`src/core/xbuf_pkg.sv`:
```
// Purpose: shared constants and types for the exchange buffer unit
// Assumes: dits receivers, transmitters and the 1553a terminal run on clk
// Notes:   words are 32 bits with the label in the low byte
package xbuf_pkg;
  localparam int N_RX            = 3;
  localparam int N_TX            = 2;
  localparam int WORD_W          = 32;
  localparam int HALF_W          = 16;
  localparam int LABEL_W         = 8;
  localparam int SA_W            = 5;
  localparam int DN_W            = HALF_W + SA_W;
  localparam int FIFO_DEPTH      = 8;
  localparam int CNT_W           = 16;
  localparam int RX_IDX_W        = $clog2(N_RX);
  localparam int TX_IDX_W        = (N_TX > 1) ? $clog2(N_TX) : 1;
  localparam int CLK_MHZ         = 20;
  localparam int WORD_PERIOD_US  = 320;
  localparam int WORD_PERIOD_CYC = WORD_PERIOD_US * CLK_MHZ;
  localparam logic [SA_W-1:0]   TX_SA_BASE = 5'h01;
  localparam logic [WORD_W-1:0] WORD_RST   = 32'h0000_0000;
  localparam logic [CNT_W-1:0]  CNT_RST    = 16'h0000;

  typedef logic [WORD_W-1:0]  word_t;
  typedef logic [HALF_W-1:0]  half_t;
  typedef logic [LABEL_W-1:0] label_t;
  typedef logic [SA_W-1:0]    sa_t;
  typedef logic [CNT_W-1:0]   cnt_t;

  typedef enum logic [2:0] {
    UP_IDLE = 3'b001,
    UP_LO   = 3'b010,
    UP_HI   = 3'b100
  } up_state_t;

  typedef enum logic [2:0] {
    DN_LO   = 3'b001,
    DN_HI   = 3'b010,
    DN_SEND = 3'b100
  } dn_state_t;

  function automatic label_t label_of(word_t w);
    return w[LABEL_W-1:0];
  endfunction
endpackage

```
`src/core/fifo_if.sv`:
```
// Purpose: valid/ready stream between the unit and its queues
// Assumes: a beat moves when valid and ready are both high at a clk edge
// Notes:   no clocking block
interface fifo_if #(parameter int W = 16);
  logic [W-1:0] data;
  logic         valid;
  logic         ready;
  modport src (output data, output valid, input ready);
  modport snk (input data, input valid, output ready);
endinterface

```
`src/core/word_fifo.sv`:
```
// Purpose: first-in first-out queue with registered read data
// Assumes: single clock
// Notes:   in_s.ready and out_s data/valid come from flops
module word_fifo #(
  parameter int WIDTH = 16,
  parameter int DEPTH = 8
) (
  // clock and reset
  input wire logic clk,
  input wire logic rst_b,
  // fill side
  fifo_if.snk      in_s,
  // drain side
  fifo_if.src      out_s
);
  localparam int AW = $clog2(DEPTH);

  typedef struct packed {
    logic [DEPTH-1:0][WIDTH-1:0] mem;
    logic [AW-1:0]               wptr;
    logic [AW-1:0]               rptr;
    logic [AW:0]                 count;
    logic                        in_ready;
    logic                        out_valid;
    logic [WIDTH-1:0]            out_data;
  } state_t;

  state_t st_ff;
  state_t nxt_st;
  logic   push;
  logic   load;

  always_comb
  begin
    nxt_st = st_ff;
    push   = in_s.valid && st_ff.in_ready;
    load   = (st_ff.count != '0) && (!st_ff.out_valid || out_s.ready);
    if (push)
    begin
      nxt_st.mem[st_ff.wptr] = in_s.data;
      nxt_st.wptr            = st_ff.wptr + 1'b1;
    end
    if (out_s.ready)
      nxt_st.out_valid = 1'b0;
    if (load)
    begin
      nxt_st.out_data  = st_ff.mem[st_ff.rptr];
      nxt_st.out_valid = 1'b1;
      nxt_st.rptr      = st_ff.rptr + 1'b1;
    end
    if (push && !load)
      nxt_st.count = st_ff.count + 1'b1;
    else if (load && !push)
      nxt_st.count = st_ff.count - 1'b1;
    nxt_st.in_ready = (nxt_st.count < (AW+1)'(DEPTH));
  end

  always_ff @(posedge clk or negedge rst_b)
  begin
    if (!rst_b)
    begin
      st_ff          <= '0;
      st_ff.in_ready <= 1'b1;
    end
    else
      st_ff <= nxt_st;
  end

  assign in_s.ready  = st_ff.in_ready;
  assign out_s.valid = st_ff.out_valid;
  assign out_s.data  = st_ff.out_data;
endmodule // word_fifo

```
`src/core/rx_slot.sv`:
```
// Purpose: one dits receiver holding slot with label filter
// Assumes: in_valid is a one-cycle pulse per complete valid word
// Notes:   a new word in the cycle of take is kept
module rx_slot #(
  parameter int GAP_CYC = 6400
) (
  // clock and reset
  input  wire logic            clk,
  input  wire logic            rst_b,
  // receiver side
  input  wire xbuf_pkg::word_t  in_word,
  input  wire logic             in_valid,
  input  wire xbuf_pkg::label_t own_label,
  // arbiter side
  input  wire logic             take,
  output logic                  pending,
  output xbuf_pkg::word_t       word,
  // status
  output logic                  drop,
  output logic                  fast
);
  import xbuf_pkg::*;
  localparam int GW = $clog2(GAP_CYC + 1);

  typedef struct packed {
    logic          pending;
    word_t         word;
    logic          drop;
    logic          fast;
    logic [GW-1:0] gap;
  } state_t;

  state_t st_ff;
  state_t nxt_st;

  always_comb
  begin
    nxt_st      = st_ff;
    nxt_st.drop = 1'b0;
    nxt_st.fast = 1'b0;
    if (st_ff.gap != '0)
      nxt_st.gap = st_ff.gap - 1'b1;
    if (take)
      nxt_st.pending = 1'b0;
    if (in_valid && label_of(in_word) == own_label)
    begin
      nxt_st.fast = (st_ff.gap != '0);
      nxt_st.gap  = GW'(GAP_CYC - 1);
      if (st_ff.pending && !take)
        nxt_st.drop = 1'b1;
      else
      begin
        nxt_st.pending = 1'b1;
        nxt_st.word    = in_word;
      end
    end
  end

  always_ff @(posedge clk or negedge rst_b)
  begin
    if (!rst_b)
      st_ff <= '0;
    else
      st_ff <= nxt_st;
  end

  assign pending = st_ff.pending;
  assign word    = st_ff.word;
  assign drop    = st_ff.drop;
  assign fast    = st_ff.fast;
endmodule // rx_slot

```
`src/core/exchange_buffer_unit.sv`:
```
// Purpose: exchange buffer between dits receivers/transmitters and a 1553a terminal
// Assumes: receivers, transmitters and terminal are logic on clk
// Notes:   words cross the terminal side as two 16-bit halves, low half first
// How it works
// - received words stored, forwarded with label
// - terminal words resent whole, label included
// - receiver keeps only its own label
// - one transmitter per shared-label group
// - subaddress selects the output transmitter
// - storage allows simultaneous reception, small delay
// - receivers fill queue drained by terminal
// - terminal fills separate queue feeding transmitters
// - receiver flags each complete valid word
// - word moved only when internal bus free
// - one word per 320 us sustained
// - terminal reaches queues directly, no copying
module exchange_buffer_unit #(
  parameter int WORD_GAP_CYC = xbuf_pkg::WORD_PERIOD_CYC
) (
  // clock and reset
  input  wire logic                                  clk,
  input  wire logic                                  rst_b,
  // dits receivers
  input  wire xbuf_pkg::word_t  [xbuf_pkg::N_RX-1:0] rx_word,
  input  wire logic             [xbuf_pkg::N_RX-1:0] rx_valid,
  input  wire xbuf_pkg::label_t [xbuf_pkg::N_RX-1:0] rx_own_label,
  output logic                  [xbuf_pkg::N_RX-1:0] rx_drop,
  output logic                  [xbuf_pkg::N_RX-1:0] rx_fast,
  // terminal, toward bus controller
  output xbuf_pkg::half_t                            t_data,
  output logic                                       t_valid,
  input  wire logic                                  t_ready,
  // terminal, from bus controller
  input  wire xbuf_pkg::half_t                       r_data,
  input  wire xbuf_pkg::sa_t                         r_subaddr,
  input  wire logic                                  r_valid,
  output logic                                       r_ready,
  // dits transmitters
  output xbuf_pkg::word_t       [xbuf_pkg::N_TX-1:0] tx_word,
  output logic                  [xbuf_pkg::N_TX-1:0] tx_valid,
  input  wire logic             [xbuf_pkg::N_TX-1:0] tx_ready,
  // status
  output logic                                       sa_reject,
  output xbuf_pkg::cnt_t                             up_count,
  output xbuf_pkg::cnt_t                             dn_count
);
  import xbuf_pkg::*;

  typedef struct packed {
    up_state_t                  up_state;
    logic [RX_IDX_W-1:0]        rr;
    word_t                      up_stage;
    logic [N_RX-1:0]            take;
    dn_state_t                  dn_state;
    word_t                      dn_word;
    sa_t                        dn_sa;
    word_t [N_TX-1:0]           tx_word;
    logic [N_TX-1:0]            tx_valid;
    logic                       sa_reject;
    cnt_t                       up_count;
    cnt_t                       dn_count;
  } state_t;

  state_t             st_ff;
  state_t             nxt_st;
  logic  [N_RX-1:0]   slot_pend;
  word_t [N_RX-1:0]   slot_word;

  fifo_if #(.W(HALF_W)) up_in ();
  fifo_if #(.W(HALF_W)) up_out ();
  fifo_if #(.W(DN_W))   dn_in ();
  fifo_if #(.W(DN_W))   dn_out ();

  // subaddress to transmitter decode
  function automatic logic sa_ok(sa_t sa);
    sa_t d;
    d = sa - TX_SA_BASE;
    return (sa >= TX_SA_BASE) && (int'(d) < N_TX);
  endfunction

  function automatic logic [TX_IDX_W-1:0] sa_idx(sa_t sa);
    sa_t d;
    d = sa - TX_SA_BASE;
    return d[TX_IDX_W-1:0];
  endfunction

  // receiver slots
  for (genvar g = 0; g < N_RX; g++)
  begin : g_rx
    rx_slot #(.GAP_CYC(WORD_GAP_CYC)) u_slot (
      .clk       (clk),
      .rst_b     (rst_b),
      .in_word   (rx_word[g]),
      .in_valid  (rx_valid[g]),
      .own_label (rx_own_label[g]),
      .take      (st_ff.take[g]),
      .pending   (slot_pend[g]),
      .word      (slot_word[g]),
      .drop      (rx_drop[g]),
      .fast      (rx_fast[g])
    );
  end

  // queue toward the terminal
  word_fifo #(.WIDTH(HALF_W), .DEPTH(FIFO_DEPTH)) u_up_fifo (
    .clk   (clk),
    .rst_b (rst_b),
    .in_s  (up_in),
    .out_s (up_out)
  );

  // queue from the terminal
  word_fifo #(.WIDTH(DN_W), .DEPTH(FIFO_DEPTH)) u_dn_fifo (
    .clk   (clk),
    .rst_b (rst_b),
    .in_s  (dn_in),
    .out_s (dn_out)
  );

  // uplink push, low half then high half
  assign up_in.valid = (st_ff.up_state != UP_IDLE);
  assign up_in.data  = (st_ff.up_state == UP_HI) ? st_ff.up_stage[WORD_W-1:HALF_W]
                                                 : st_ff.up_stage[HALF_W-1:0];

  // terminal drains and fills the queues directly
  assign t_data       = up_out.data;
  assign t_valid      = up_out.valid;
  assign up_out.ready = t_ready;
  assign dn_in.data   = {r_subaddr, r_data};
  assign dn_in.valid  = r_valid;
  assign r_ready      = dn_in.ready;
  assign dn_out.ready = (st_ff.dn_state == DN_LO) || (st_ff.dn_state == DN_HI);

  always_comb
  begin
    int                  c;
    logic                found;
    logic [TX_IDX_W-1:0] ti;
    c         = 0;
    found     = 1'b0;
    ti        = sa_idx(st_ff.dn_sa);
    nxt_st           = st_ff;
    nxt_st.take      = '0;
    nxt_st.sa_reject = 1'b0;

    // uplink: round-robin grant when the internal path is free
    unique case (st_ff.up_state)
      UP_IDLE:
      begin
        for (int k = 0; k < N_RX; k++)
        begin
          c = (int'(st_ff.rr) + 1 + k) % N_RX;
          if (!found && slot_pend[c])
          begin
            found             = 1'b1;
            nxt_st.rr         = RX_IDX_W'(c);
            nxt_st.up_stage   = slot_word[c];
            nxt_st.take[c]    = 1'b1;
            nxt_st.up_state   = UP_LO;
          end
        end
      end
      UP_LO:
      begin
        if (up_in.ready)
          nxt_st.up_state = UP_HI;
      end
      UP_HI:
      begin
        if (up_in.ready)
        begin
          nxt_st.up_state = UP_IDLE;
          nxt_st.up_count = st_ff.up_count + 1'b1;
        end
      end
    endcase

    // transmitter holding registers empty on acceptance
    for (int i = 0; i < N_TX; i++)
    begin
      if (st_ff.tx_valid[i] && tx_ready[i])
        nxt_st.tx_valid[i] = 1'b0;
    end

    // downlink: rejoin halves and route by subaddress
    unique case (st_ff.dn_state)
      DN_LO:
      begin
        if (dn_out.valid)
        begin
          nxt_st.dn_word[HALF_W-1:0] = dn_out.data[HALF_W-1:0];
          nxt_st.dn_sa               = dn_out.data[DN_W-1:HALF_W];
          nxt_st.dn_state            = DN_HI;
        end
      end
      DN_HI:
      begin
        if (dn_out.valid)
        begin
          nxt_st.dn_word[WORD_W-1:HALF_W] = dn_out.data[HALF_W-1:0];
          if (sa_ok(st_ff.dn_sa))
            nxt_st.dn_state = DN_SEND;
          else
          begin
            nxt_st.sa_reject = 1'b1;
            nxt_st.dn_state  = DN_LO;
          end
        end
      end
      DN_SEND:
      begin
        if (!st_ff.tx_valid[ti])
        begin
          nxt_st.tx_word[ti]  = st_ff.dn_word;
          nxt_st.tx_valid[ti] = 1'b1;
          nxt_st.dn_count     = st_ff.dn_count + 1'b1;
          nxt_st.dn_state     = DN_LO;
        end
      end
    endcase
  end

  always_ff @(posedge clk or negedge rst_b)
  begin
    if (!rst_b)
    begin
      st_ff          <= '0;
      st_ff.up_state <= UP_IDLE;
      st_ff.up_stage <= WORD_RST;
      st_ff.dn_state <= DN_LO;
      st_ff.dn_word  <= WORD_RST;
      st_ff.up_count <= CNT_RST;
      st_ff.dn_count <= CNT_RST;
    end
    else
      st_ff <= nxt_st;
  end

  assign tx_word   = st_ff.tx_word;
  assign tx_valid  = st_ff.tx_valid;
  assign sa_reject = st_ff.sa_reject;
  assign up_count  = st_ff.up_count;
  assign dn_count  = st_ff.dn_count;
endmodule // exchange_buffer_unit

```
`config.mk`:
```
export PLATFORM = sky130hd
export DESIGN_NAME = exchange_buffer_unit
export DESIGN_NICKNAME = d
export VERILOG_FILES = /design/src/core/xbuf_pkg.sv /design/src/core/fifo_if.sv /design/src/core/word_fifo.sv /design/src/core/rx_slot.sv /design/src/core/exchange_buffer_unit.sv
export SDC_FILE = /design/constraint.sdc
export NUM_CORES = 1
export LEC_CHECK = 0
export BUFFER_PORTS_ARGS = -buffer_cell sky130_fd_sc_hd__clkbuf_2
export CAP_MARGIN = 30
export CORE_AREA = 4 4 248 250
export CTS_CLUSTER_SIZE = 10
export DETAILED_ROUTE_END_ITERATION = 7
export DIE_AREA = 0 0 252 254
export PLACE_DENSITY = 0.85
export SKIP_CTS_REPAIR_TIMING = 1
export SLEW_MARGIN = 20
export SYNTH_ARGS = -nofsm -noshare
export SYNTH_HDL_FRONTEND = slang
export SYNTH_SLANG_ARGS = --single-unit
```
`constraint.sdc`:
```
create_clock -name clk -period 3.7 [get_ports clk]
set_input_delay 0.74 -clock clk [delete_from_list [all_inputs] [get_ports clk]]
set_output_delay 0.74 -clock clk [all_outputs]
set_load 0.02 [all_outputs]
```
==> results by stage <==
Run status:
- The run finished with clean final reports.

GRT:
- The number of global-route vias before repair came to 22900.
- The global router's overall resource usage is 0.244.
- Entering global routing, the biggest net connects 90 pins.
- The first global-routing pass estimated 126000 µm of wire.
- The residual overflow from global routing is 0.
- The initial antenna violation count was 5.

Drt:
- The sum of routed wire segments on met1 is 32500 µm.
- In the routed design, unresolved DRC markers number 0.
- The detailed router used layers up to and including met5.
- The count of TritonRoute iterations in the first routing pass is 5.
- The mean number of vias per cell is 6.06.
- In this run, the number of DRC markers left after iteration 0 of detailed routing was 1719.
- After detailed routing, the average wire length per cell comes to 21.7 µm.
- The routed design has 78100 µm of wire.
- The wire length on met2 is 38300 µm.
- The detail route stage leaves a number of antenna-violating nets equal to 0.
- The final route contains 21800 vias.
- After detailed routing, the met3 layer carries 5220 µm of wire.

Timing:
- The worst-case headroom to the max-slew limit is 0.357.
- The setup violation total in the final timing report is 0.
- The worst path meets setup with 0.734 ns of slack.
- The number of pins with negative max-slew slack in the final report is 0.
- The total negative setup slack is 0 ns.
- The number of failing hold endpoints at the final stage came to 0.
- Setup repair after global routing left no endpoint under its margin.
- At the pin with the least slew margin, the transition time is 0.937 ns.
- The share of the clock period used by the worst path after layout is 0.802.
- The time the final worst path needs with I/O delays and setup is 2.97 ns.
- For the final database, setup skew stands at 0.0197 ns.
- Based on the critical path, the design can be clocked at up to 0.337 GHz.

Logic synthesis:
- Of the post-synthesis cell area, the dominant cell type holds 0.525.
- The gate count after technology mapping is 2646.
- The average cell area after synthesis is 12.2 µm².
- Summing every instance area after synthesis gives 32200 µm².
- The distinct cell type count after synthesis is 72.
- sky130_fd_sc_hd__dfrtp_1 is the most common cell in the netlist.
- The register bit total from synthesis is 680.
- The number of enable flip-flop cells after synthesis is 0.
- Ranked by instance count, the synthesized netlist is headed by sky130_fd_sc_hd__dfrtp_1, sky130_fd_sc_hd__nand2_1, sky130_fd_sc_hd__mux2_2.
- For this run, the leading register cell type out of synthesis is sky130_fd_sc_hd__dfrtp_1.
- The share of flip-flops with an asynchronous set or reset after synthesis is 1.00.
- Counting every net in the synthesized netlist gives 2818.
- The biggest area contributor in the post-synthesis netlist is sky130_fd_sc_hd__dfrtp_1.
- The sequential-to-total area share from yosys stat is 0.528.
- The number of synthesis warnings is 0.
- Ranked by total cell area, the synthesized netlist is headed by sky130_fd_sc_hd__dfrtp_1, sky130_fd_sc_hd__mux2_2, sky130_fd_sc_hd__mux2_1.

Setup path:
- The worst register-to-register path ends at st_ff[144]$_DFFE_PN0P_.
- STA classifies the critical path endpoint as a register.
- The depth of the most critical reg-to-reg path is 8.
- Along the worst path, the maximum fanout reaches 28.
- The origin of the critical flop-to-flop path is st_ff[175]$_DFFE_PN0P_.
- For the worst setup path, the data arrival time is 3.47 ns.
- The minimum setup slack among reg-to-reg paths is 0.73 ns.
- The category of the worst setup path launch point is a register.
- The worst setup path is of the register to register kind.
- STA puts the critical path data required time at 4.20 ns.

Placed design:
- Timing analysis after detailed placement gives a worst setup slack of 0.801 ns.
- The count of port buffers added during placement is 272.
- The final weighted congestion in routability-driven placement is 0.864.
- Detailed placement ended at an HPWL of 52500 µm.

Power and ir drop:
- The power density of the placed cells is 859 nW/µm².
- The static leakage is 16.5 nW.
- The total power draw is 31.0 mW.
- The worst IR drop on VDD is 0.543 mV.

Worst hold path:
- The path class of the lowest-slack min-delay path is primary input to asynchronous set/reset pin.

Layout:
- The number of nets in the finished design is 2967.
- The area used by multi-input combinational logic is 13600 µm².
- In the final layout, the share of cells above drive strength 1 is 0.271.
- The area of all sequential standard cells is 17000 µm².
- For this run, the share of the core covered by cells in the final layout is 0.612.
- The final-layout fill cell count is 4389.
- Compared with the post-synthesis result, the final layout area differs by 12.1%.

Job:
- The max-capacitance violation count is 0.

Clock tree:
- TritonCTS built the clock tree.
- The later pin in the worst-skew pair is clocked with a latency of 0.62 ns.
- The number of levels the H-tree was split into is 3.
- No sink is reached through more buffers than the 3 on the longest clock path.
- Clock-pin slew was measured on the worst setup and hold paths at 0.06 ns.
- The number of clock buffers added by TritonCTS is 80.
- CTS saw 680 sinks.
- The buffer cell driving the clock tree root is sky130_fd_sc_hd__clkbuf_16.

Die:
- The floorplan has 89 rows.
- The die is 252 µm wide.
- In this run the standard cell core region covers 59000 µm².
- The floorplan step set the die height to 254 µm.
- The I/O pin total is 273.
- The initial utilization of the core area, before any placement, comes to 0.546.
- The overall die area is 64000 µm².
-- worst max-delay path by stage --
stage / endpoint / start
finish: st_ff[144]$_DFFE_PN0P_ / st_ff[175]$_DFFE_PN0P_
global route: st_ff[144]$_DFFE_PN0P_ / st_ff[175]$_DFFE_PN0P_
CTS: st_ff[144]$_DFFE_PN0P_ / st_ff[175]$_DFFE_PN0P_
detailed placement: st_ff[144]$_DFFE_PN0P_ / st_ff[175]$_DFFE_PN0P_
global placement: st_ff[158]$_DFFE_PN0P_ / st_ff[175]$_DFFE_PN0P_
floorplan: u_up_fifo.in_s.ready$_DFF_PN1_ / u_up_fifo.st_ff[18]$_DFFE_PN0P_
-- through the flow --
step / area [µm²] / instances / hold WS, ns
after floorplan: 32200 / 2646 / 0.443
final: 36100 / 3597 / 0.102
after CTS: 36100 / 3592 / 0.134
after global placement: 33700 / 3479 / 0.456
after global routing: 36100 / 3597 / 0.134
after detailed placement: 33800 / 3482 / 0.468
-- state kept, by name (all words and copies together) (netlist names), 21 cells and up --
signal and flops:
g_rx.u_slot.st_ff 39, g_rx.u_slot.word 96, st_ff 80, tx_word 64
u_dn_fifo.out_s.data 21, u_dn_fifo.st_ff 178, u_up_fifo.st_ff 138
-- area by class of cell --
class	instances	area share
antenna	1	0.0000693
clock buffer	101	0.0602
clock inverter	9	0.00336
inverter	35	0.00364
multi-input combinational	1649	0.377
sequential	680	0.471
tap	773	0.0268
timing repair buffer	349	0.0579
-- power by group --
part	internal (mW)	total, mW	switching, mW
combinational	5.21	11.7	6.46
sequential	10.1	12.3	2.12
clock	4.16	7.10	2.94
-- worst max-delay path, cell delays in order (launching register included) --
cell and delay (ns):
sky130_fd_sc_hd__dfrtp_1 0.43, sky130_fd_sc_hd__inv_1 0.11, sky130_fd_sc_hd__ha_2 0.50, sky130_fd_sc_hd__buf_4 0.55, sky130_fd_sc_hd__mux2i_1 0.36, sky130_fd_sc_hd__a31oi_2 0.13, sky130_fd_sc_hd__buf_4 0.24, sky130_fd_sc_hd__o211a_1 0.25
sky130_fd_sc_hd__o31ai_1 0.26
-- placed cells by master (no fill, tap or decap), drive strengths merged, types with 4 or more instances in the layout --
| cell | netlist | final |
|---|---|---|
| dfrtp | 676 | 676 |
| mux2 | 398 | 398 |
| clkbuf | 89 | 374 |
| nand2 | 258 | 258 |
| nor2 | 138 | 138 |
| o21ai | 131 | 131 |
| mux2i | 120 | 120 |
| a21oi | 114 | 114 |
| buf | 193 | 76 |
| mux4 | 74 | 74 |
| xnor2 | 61 | 61 |
| inv | 35 | 39 |
| o31ai | 38 | 38 |
| o211a | 33 | 33 |
| o2bb2ai | 32 | 32 |
| a221oi | 32 | 32 |
| xor2 | 23 | 23 |
| nand3 | 23 | 23 |
| ha | 22 | 22 |
| nor3 | 15 | 15 |
| nand4 | 13 | 13 |
| or3 | 10 | 10 |
| or4 | 10 | 10 |
| and2 | 9 | 9 |
| and3 | 9 | 9 |
| nand2b | 8 | 8 |
| nand3b | 8 | 8 |
| nor4 | 7 | 7 |
| nor2b | 6 | 6 |
| o41ai | 4 | 4 |
| and4 | 4 | 4 |
| o211ai | 4 | 4 |
| dfstp | 4 | 4 |
| nor4bb | 4 | 4 |
-- logic make-up (layout without fill, tap and decap cells) --
kind of cell	count (synthesis)	in the layout	synth area share
muxes	592	592	0.228
xor gates and xnor gates	84	84	0.0228
AOI/OAI and AO/OA	410	410	0.0820
DFF	680	680	0.528
buffers and inverters	317	494	0.0534
other	0	1	0
and+or+nand+nor	540	540	0.0765
adders and majority gates	23	23	0.00885
-- per-layer routing --
metal	vias to the layer above	GRT usage
li1	9643	-
met1	11200	0.333
met2	810	0.402
met3	161	0.0430
met4	8	0.0805
met5	-	0
Power figures use the tool's default switching activity.
